## src/include/tic_defs.vh

```
// constants of the trigger input conditioning block
`ifndef TIC_DEFS_VH
`define TIC_DEFS_VH
`define TIC_ADR_CTRL 4'h0
`define TIC_ADR_DEB 4'h4
`define TIC_ADR_STAT 4'h8
`define TIC_CTRL_FUNC_LSB 0
`define TIC_CTRL_TEN_BIT 3
`define TIC_CTRL_SRC_BIT 4
`define TIC_CTRL_DEBEN_BIT 5
`define TIC_CTRL_ROUTE_LSB 6
`define TIC_CTRL_DIV_LSB 8
`define TIC_CTRL_TRGEN_BIT 12
`define TIC_CTRL_RST 32'h00000000
`define TIC_CTRL_WMASK 32'h00001FFF
`define TIC_ROUTE_TRIG 2'h0
`define TIC_ROUTE_NEXT 2'h1
`define TIC_ROUTE_OUT 2'h2
`define TIC_ROUTE_ALL 2'h3
`define TIC_DEB_RST 32'h00000000
`define TIC_FN_AND 3'h0
`define TIC_FN_NAND 3'h1
`define TIC_FN_OR 3'h2
`define TIC_FN_NOR 3'h3
`define TIC_FN_XOR 3'h4
`define TIC_FN_XNOR 3'h5
`define TIC_TIC_PS 15000
`define TIC_CLK_PS 8000
`endif

```

## src/rtl/tic_debounce.v

```verilog
// debouncer for one input level
`timescale 1ns/10ps
module tic_debounce (
  input wire clk,
  input wire rst_b,
  input wire din,
  input wire [31:0] length,
  output reg dout
);
  reg [31:0] cnt_reg;
  // ----------------------------------------
  // stability counter
  // ----------------------------------------
  always @(posedge clk or negedge rst_b) begin
    if (!rst_b) begin
      cnt_reg <= 32'h00000000;
      dout <= 1'b0;
    end else if (din == dout) begin
      cnt_reg <= 32'h00000000;
    end else if (cnt_reg + 32'h00000001 >= length) begin
      cnt_reg <= 32'h00000000;
      dout <= din;
    end else begin
      cnt_reg <= cnt_reg + 32'h00000001;
    end
  end
endmodule // tic_debounce

```

## src/rtl/tic_top.v

```verilog
// trigger input conditioning top with wishbone registers
//
// The register offsets and register access over Wishbone were decided locally.
`timescale 1ns/10ps
`include "tic_defs.vh"
module tic_top (
  CLK_SYS,
  RST_B,
  WB_CYC_I,
  WB_STB_I,
  WB_WE_I,
  WB_ADR_I,
  WB_SEL_I,
  WB_DAT_I,
  WB_DAT_O,
  WB_ACK_O,
  INPUT_LINE_FIRST,
  INPUT_LINE_SECOND,
  TRIGGER_ENABLE,
  LOGIC_OPERAND_FIRST,
  CAMERA_TRIGGER,
  NEXT_OPERAND,
  OUTPUT_LINE
);
  input wire CLK_SYS;
  input wire RST_B;
  input wire WB_CYC_I;
  input wire WB_STB_I;
  input wire WB_WE_I;
  input wire [3:0] WB_ADR_I;
  input wire [3:0] WB_SEL_I;
  input wire [31:0] WB_DAT_I;
  output reg [31:0] WB_DAT_O;
  output reg WB_ACK_O;
  input wire INPUT_LINE_FIRST;
  input wire INPUT_LINE_SECOND;
  input wire TRIGGER_ENABLE;
  input wire LOGIC_OPERAND_FIRST;
  output reg CAMERA_TRIGGER;
  output reg NEXT_OPERAND;
  output reg OUTPUT_LINE;

  reg [31:0] ctrl_reg;
  reg [31:0] deb_reg;
  reg [3:0] pcnt_reg;
  reg [3:0] div_last_reg;
  reg trig_last_reg;
  reg logic_y;
  wire [2:0] func;
  wire [3:0] div;
  wire [1:0] route;
  wire deb_out;
  wire cond_in;
  wire operand_first;
  wire operand_second;
  wire wr_req;
  wire rise;
  reg [3:0] pcnt_next;
  reg cam_next;
  reg ack_next;
  reg [31:0] rdata_next;
  wire wr_ctrl;
  wire wr_deb;

  // ----------------------------------------
  // byte lane merge
  // ----------------------------------------
  function [31:0] merge;
    input [31:0] old;
    input [31:0] new_data;
    input [3:0] sel;
    integer i;
    begin
      merge = old;
      for (i = 0; i < 4; i = i + 1) begin
        if (sel[i]) begin
          merge[i*8 +: 8] = new_data[i*8 +: 8];
        end
      end
    end
  endfunction

  // ----------------------------------------
  // route decode, route 3 drives every sink
  // ----------------------------------------
  function route_has;
    input [1:0] route_code;
    input [1:0] sink;
    begin
      route_has = (route_code == sink) || (route_code == `TIC_ROUTE_ALL);
    end
  endfunction

  // ----------------------------------------
  // boolean function of two operands
  // ----------------------------------------
  function logic_eval;
    input [2:0] fn;
    input op_a;
    input op_b;
    begin
      case (fn)
        `TIC_FN_AND: logic_eval = op_a & op_b;
        `TIC_FN_NAND: logic_eval = ~(op_a & op_b);
        `TIC_FN_OR: logic_eval = op_a | op_b;
        `TIC_FN_NOR: logic_eval = ~(op_a | op_b);
        `TIC_FN_XOR: logic_eval = op_a ^ op_b;
        `TIC_FN_XNOR: logic_eval = ~(op_a ^ op_b);
        default: logic_eval = 1'b0;
      endcase
    end
  endfunction

  // ----------------------------------------
  // control fields and write decode
  // ----------------------------------------
  assign func = ctrl_reg[`TIC_CTRL_FUNC_LSB +: 3];
  assign div = ctrl_reg[`TIC_CTRL_DIV_LSB +: 4];
  assign route = ctrl_reg[`TIC_CTRL_ROUTE_LSB +: 2];
  assign wr_req = WB_CYC_I & WB_STB_I & WB_WE_I & WB_ACK_O; // write lands on the acknowledged edge
  assign wr_ctrl = wr_req & (WB_ADR_I == `TIC_ADR_CTRL);
  assign wr_deb = wr_req & (WB_ADR_I == `TIC_ADR_DEB);

  // ----------------------------------------
  // wishbone slave, one wait cycle
  // ----------------------------------------
  always @* begin
    ack_next = WB_CYC_I & WB_STB_I & ~WB_ACK_O;
    case (WB_ADR_I)
      `TIC_ADR_CTRL: begin
        rdata_next = ctrl_reg;
      end
      `TIC_ADR_DEB: begin
        rdata_next = deb_reg;
      end
      `TIC_ADR_STAT: begin
        rdata_next = {24'h000000, pcnt_reg, 1'b0, deb_out, logic_y, CAMERA_TRIGGER};
      end
      default: begin
        rdata_next = 32'h00000000;
      end
    endcase
  end

  always @(posedge CLK_SYS or negedge RST_B) begin
    if (!RST_B) begin
      ctrl_reg <= `TIC_CTRL_RST;
      deb_reg <= `TIC_DEB_RST;
      WB_ACK_O <= 1'b0;
      WB_DAT_O <= 32'h00000000;
    end else begin
      WB_ACK_O <= ack_next;
      WB_DAT_O <= rdata_next;
      if (wr_ctrl) begin
        ctrl_reg <= merge(ctrl_reg, WB_DAT_I, WB_SEL_I) & `TIC_CTRL_WMASK;
      end
      if (wr_deb) begin
        deb_reg <= merge(deb_reg, WB_DAT_I, WB_SEL_I);
      end
    end
  end

  // ----------------------------------------
  // debouncer and bypass
  // ----------------------------------------
  tic_debounce u_deb (
    .clk(CLK_SYS),
    .rst_b(RST_B),
    .din(INPUT_LINE_FIRST),
    .length(deb_reg),
    .dout(deb_out)
  );

  // ----------------------------------------
  // operand select
  // ----------------------------------------
  assign cond_in = ctrl_reg[`TIC_CTRL_DEBEN_BIT] ? deb_out : INPUT_LINE_FIRST;
  assign operand_first = ctrl_reg[`TIC_CTRL_SRC_BIT] ? LOGIC_OPERAND_FIRST : cond_in;
  assign operand_second = ctrl_reg[`TIC_CTRL_TEN_BIT] ? TRIGGER_ENABLE : INPUT_LINE_SECOND;

  // ----------------------------------------
  // logic stage
  // ----------------------------------------
  always @* begin
    logic_y = logic_eval(func, operand_first, operand_second);
  end

  // ----------------------------------------
  // prescaler next state
  // ----------------------------------------
  assign rise = logic_y & ~trig_last_reg;
  always @* begin
    pcnt_next = pcnt_reg;
    cam_next = 1'b0;
    if (div != div_last_reg) begin
      pcnt_next = 4'h0;
    end else if (rise && ctrl_reg[`TIC_CTRL_TRGEN_BIT]) begin
      if (pcnt_reg == div) begin
        pcnt_next = 4'h0;
        cam_next = route_has(route, `TIC_ROUTE_TRIG);
      end else begin
        pcnt_next = pcnt_reg + 4'h1;
      end
    end
  end

  // ----------------------------------------
  // output registers and routing
  // ----------------------------------------
  always @(posedge CLK_SYS or negedge RST_B) begin
    if (!RST_B) begin
      pcnt_reg <= 4'h0;
      div_last_reg <= 4'h0;
      trig_last_reg <= 1'b0;
      CAMERA_TRIGGER <= 1'b0;
      NEXT_OPERAND <= 1'b0;
      OUTPUT_LINE <= 1'b0;
    end else begin
      trig_last_reg <= logic_y;
      div_last_reg <= div;
      pcnt_reg <= pcnt_next;
      CAMERA_TRIGGER <= cam_next;
      NEXT_OPERAND <= logic_y & route_has(route, `TIC_ROUTE_NEXT);
      OUTPUT_LINE <= logic_y & route_has(route, `TIC_ROUTE_OUT);
    end
  end
endmodule // tic_top
```

## config.mk

```make
export PLATFORM = sky130hd
export DESIGN_NAME = tic_top
export DESIGN_NICKNAME = d
export VERILOG_FILES = /design/src/rtl/tic_debounce.v /design/src/rtl/tic_top.v
export VERILOG_INCLUDE_DIRS = /design/src /design/src/include
export SDC_FILE = /design/constraint.sdc
export NUM_CORES = 1
export LEC_CHECK = 0
export BUFFER_PORTS_ARGS = -buffer_cell sky130_fd_sc_hd__buf_2
export CAP_MARGIN = 20
export CORE_ASPECT_RATIO = 1.4
export CORE_MARGIN = 2
export CORE_UTILIZATION = 60
export CTS_BUF_LIST = sky130_fd_sc_hd__clkbuf_8
export CTS_CLUSTER_SIZE = 24
export DETAILED_ROUTE_END_ITERATION = 16
export PLACE_DENSITY = 0.8
export SLEW_MARGIN = 25
export SYNTH_ARGS = -nofsm -noshare
export SYNTH_HDL_FRONTEND = slang
export SYNTH_HIERARCHICAL = 1
export SYNTH_SLANG_ARGS = --single-unit
```

## constraint.sdc

```tcl
create_clock -name CLK_SYS -period 4.82 [get_ports CLK_SYS]
set_clock_uncertainty 0.05 [all_clocks]
set_input_delay 0.482 -clock CLK_SYS [delete_from_list [all_inputs] [get_ports CLK_SYS]]
set_output_delay 0.482 -clock CLK_SYS [all_outputs]
set_load 0.05 [all_outputs]
```

==> flow_summary.yaml <==
global_routing:
  grt.overflow.total: 0
  grtUsageTotal: 0.243
  grt_first_pass_wirelength_um: 21700
  grt_pass1_vias: 4622
  grt_antenna_before_repair: 0
  grt_max_degree: 52
finish:
  syn2layout_area_growth_pct: 16.2
  drive_gt1_frac: 0.312
  antenna_cells: 0
  final_area_um2: 7290
  stdcell_count: 782
  nets: 719
logic_synthesis:
  async_reset_ff_frac: 1.00
  ys_ff_latch: 123
  ys.flop_type: "dfrtp_1"
  syn_avg_cell_area_um2: 11.8
  synth-edff-count: 0
  synth.distinct_cells: 58
  ys_seq_area_frac: 0.491
  syn_inst: 531
  syn_area_um2: 6270
  yosys_warnings: 6
  synth_nets: 619
worst_setup_path:
  worstPathArrival_ns: 4.33
  slowest_delay_ns: 0.66
  worstSetupStartpointType: "flip-flop"
  crit_fanout: 13
  worstSetupEndpointType: "flip-flop"
  path_class: "reg -> reg"
  reg2reg_depth: 11
  crit_required_ns: 5.11
  path_cells: "nand4_2, nor4_4, nand4_1, xnor2_1, ha_1, a21oi_1, o21ai_0, a221oi_1, o211ai_1, buf_4, nor3b_1"
  cp_slowest_cell: "nor4_4"
routing:
  wl_um: 12900
  drcViolationCount: 0
  drtAntennaViolNets: 0
  drt_iter0_markers: 163
  via_per_inst: 5.65
  first_pass_iters: 5
  num_vias: 4420
  detail_route.wl_per_cell_um: 16.5
cts:
  cts_buffers: 17
  cts_max_path_buffers: 2
  cts_setup_buffers: 0
  hold_buffers: 0
  htreeDepth: 4
  cts_tree: "built"
  clk_pin_slew_ns: 0.07
  clk_latency_ns: 0.43
  cts.sink_count: 123
  postCtsResizedCells: 0
  cts-root-buf: "clkbuf_8"
timing:
  worst_pin_slew_ns: 0.904
  finalCritPeriodShare: 0.840
  timing_hold_violations_final: 0
  layout_setup_ws_ns: 0.772
  maxSlewViolCount: 0
  setup-tns-final_ns: 0
  period_needed_ns: 4.05
  fmax_mhz: 247
  slew_headroom: 0.395
  finalSetupViolations: 0
  rsz0062_at_grt: "false"
placed_design:
  place_worst_setup_slack_ns: 0.811
  port_buffers: 84
  place_inst: 750
  place.gp.congestion: 0.845
  hpwlAfterDp_um: 9600
  dpl_cell_area_um2: 6880
power:
  peakVddDrop_v: 0.000204
  leakagePower_nw: 3.70
  p_total_w: 0.00240
  power.density_nw_per_um2: 329
floorplanning:
  dieWidth_um: 90.4
  die_area_um2: 11300
  io_pins: 85
  core_area_um2: 10300
  start_util: 0.609
  rows: 44
  die_h_um: 125
flow_run:
  maxCapViolCount: 0
status:
  status: "finished clean"
worst_hold_path:
  hold_path_class: "in -> async"
critical path, delay by kind of cell (launching register included):
kind,cells,cell delay (ns)
flip-flops,1,0.44
buffers and inverters,1,0.36
AND/OR/NAND/NOR,4,1.31
adder cells (fa/ha/maj),1,0.30
XOR/XNOR,1,0.29
AO/OA/AOI/OAI,4,1.19
area by class of cell:
class                   count  area [µm²]
flip-flops and latches    123        3080
fillers                   751        3010
multi-input cells         347        2940
repair buffers             92         495
clock buffers              19         262
inverters                  50         188
well taps                 138         173
clock inverters            13         150
metrics by stage:
step	hold WS [ns]	utilization
after global routing	0.0636	0.708
after global placement	0.377	0.666
after floorplan	0.136	-
after CTS	0.0341	0.708
after detailed placement	0.390	0.668
final	0.0182	0.708
placed cells by master (no fill, tap or decap), types with 4 or more instances in the layout:
master,Yosys,routed
a22o_1,7,7
a222oi_1,6,6
nand3_1,18,18
and3_1,5,5
nand4_1,13,13
nand2_2,4,4
a21oi_1,11,11
ha_1,39,39
dfrtp_1,123,123
buf_2,3,83
nand2_1,28,28
and2_1,20,20
o21ai_0,6,6
nor2_1,13,13
clkinv_2,0,5
nor3_1,5,4
buf_4,0,8
inv_1,50,51
clkbuf_8,0,19
xor2_1,13,13
nor3b_2,13,13
xnor2_1,29,29
o21a_1,4,4
mux2_2,44,44
nor3b_1,19,19
synth_stat cells, types with 4 or more instances:
| master | instances | share of area |
|---|---|---|
| nand2_1 | 28 | 0.017 |
| o21ai_0 | 6 | 0.0048 |
| mux2_2 | 44 | 0.079 |
| nor3b_2 | 13 | 0.026 |
| o21a_1 | 4 | 0.0048 |
| a222oi_1 | 6 | 0.0096 |
| nand3_1 | 18 | 0.014 |
| nand2_2 | 4 | 0.0040 |
| nand4_1 | 13 | 0.013 |
| clkbuf_1 | 5 | 0.0030 |
| xnor2_1 | 29 | 0.041 |
| nor3_1 | 5 | 0.0040 |
| ha_1 | 39 | 0.078 |
| xor2_1 | 13 | 0.018 |
| inv_1 | 50 | 0.030 |
| nor3b_1 | 19 | 0.023 |
| and3_1 | 5 | 0.0050 |
| a22o_1 | 7 | 0.0098 |
| nor2_1 | 13 | 0.0078 |
| dfrtp_1 | 123 | 0.49 |
| a21oi_1 | 11 | 0.0088 |
| and2_1 | 20 | 0.020 |
power by group:
group	switching, W	internal [W]	total [W]
combinational	0.000249	0.000125	0.000374
clock	0.000404	0.000532	0.000936
sequential	0.0000322	0.00106	0.00109
total	0.000686	0.00172	0.00240
cell families (layout without fill, tap and decap cells):
group / Yosys count / count (layout) / share of synthesized area
and+or+nand+nor: 166 / 166 / 0.183
DFF: 123 / 123 / 0.491
buffers and inverters: 61 / 174 / 0.0407
AOI/OAI and AO/OA: 52 / 52 / 0.0631
muxes: 48 / 48 / 0.0858
xor gates and xnor gates: 42 / 42 / 0.0587
adders and majority gates: 39 / 39 / 0.0778
path summary, 6_finish.rpt:
check	start	endpoint	slack, ns
setup / recovery	u_deb/cnt_reg[7]$_DFF_PN0_	u_deb/cnt_reg[12]$_DFF_PN0_	0.77
max in group asynchronous	RST_B	u_deb/cnt_reg[30]$_DFF_PN0_	3.77
min in group CLK_SYS	WB_DAT_I[19]	deb_reg[19]$_DFFE_PN0P_	0.23
setup reg to reg	u_deb/cnt_reg[7]$_DFF_PN0_	u_deb/cnt_reg[12]$_DFF_PN0_	0.77
hold / removal	RST_B	WB_DAT_O[1]$_DFF_PN0_	0.02
hold reg to reg	WB_ACK_O$_DFF_PN0_	WB_ACK_O$_DFF_PN0_	0.40
layer usage:
| metal | routed length, µm | track usage |
|---|---|---|
| met1 | 5000 | 0.277 |
| met3 | 499 | 0.0524 |
| met4 | 422 | 0.117 |
| met5 | 0 | 0 |
| met2 | 6960 | 0.434 |
(Power assumes the default switching activity.)
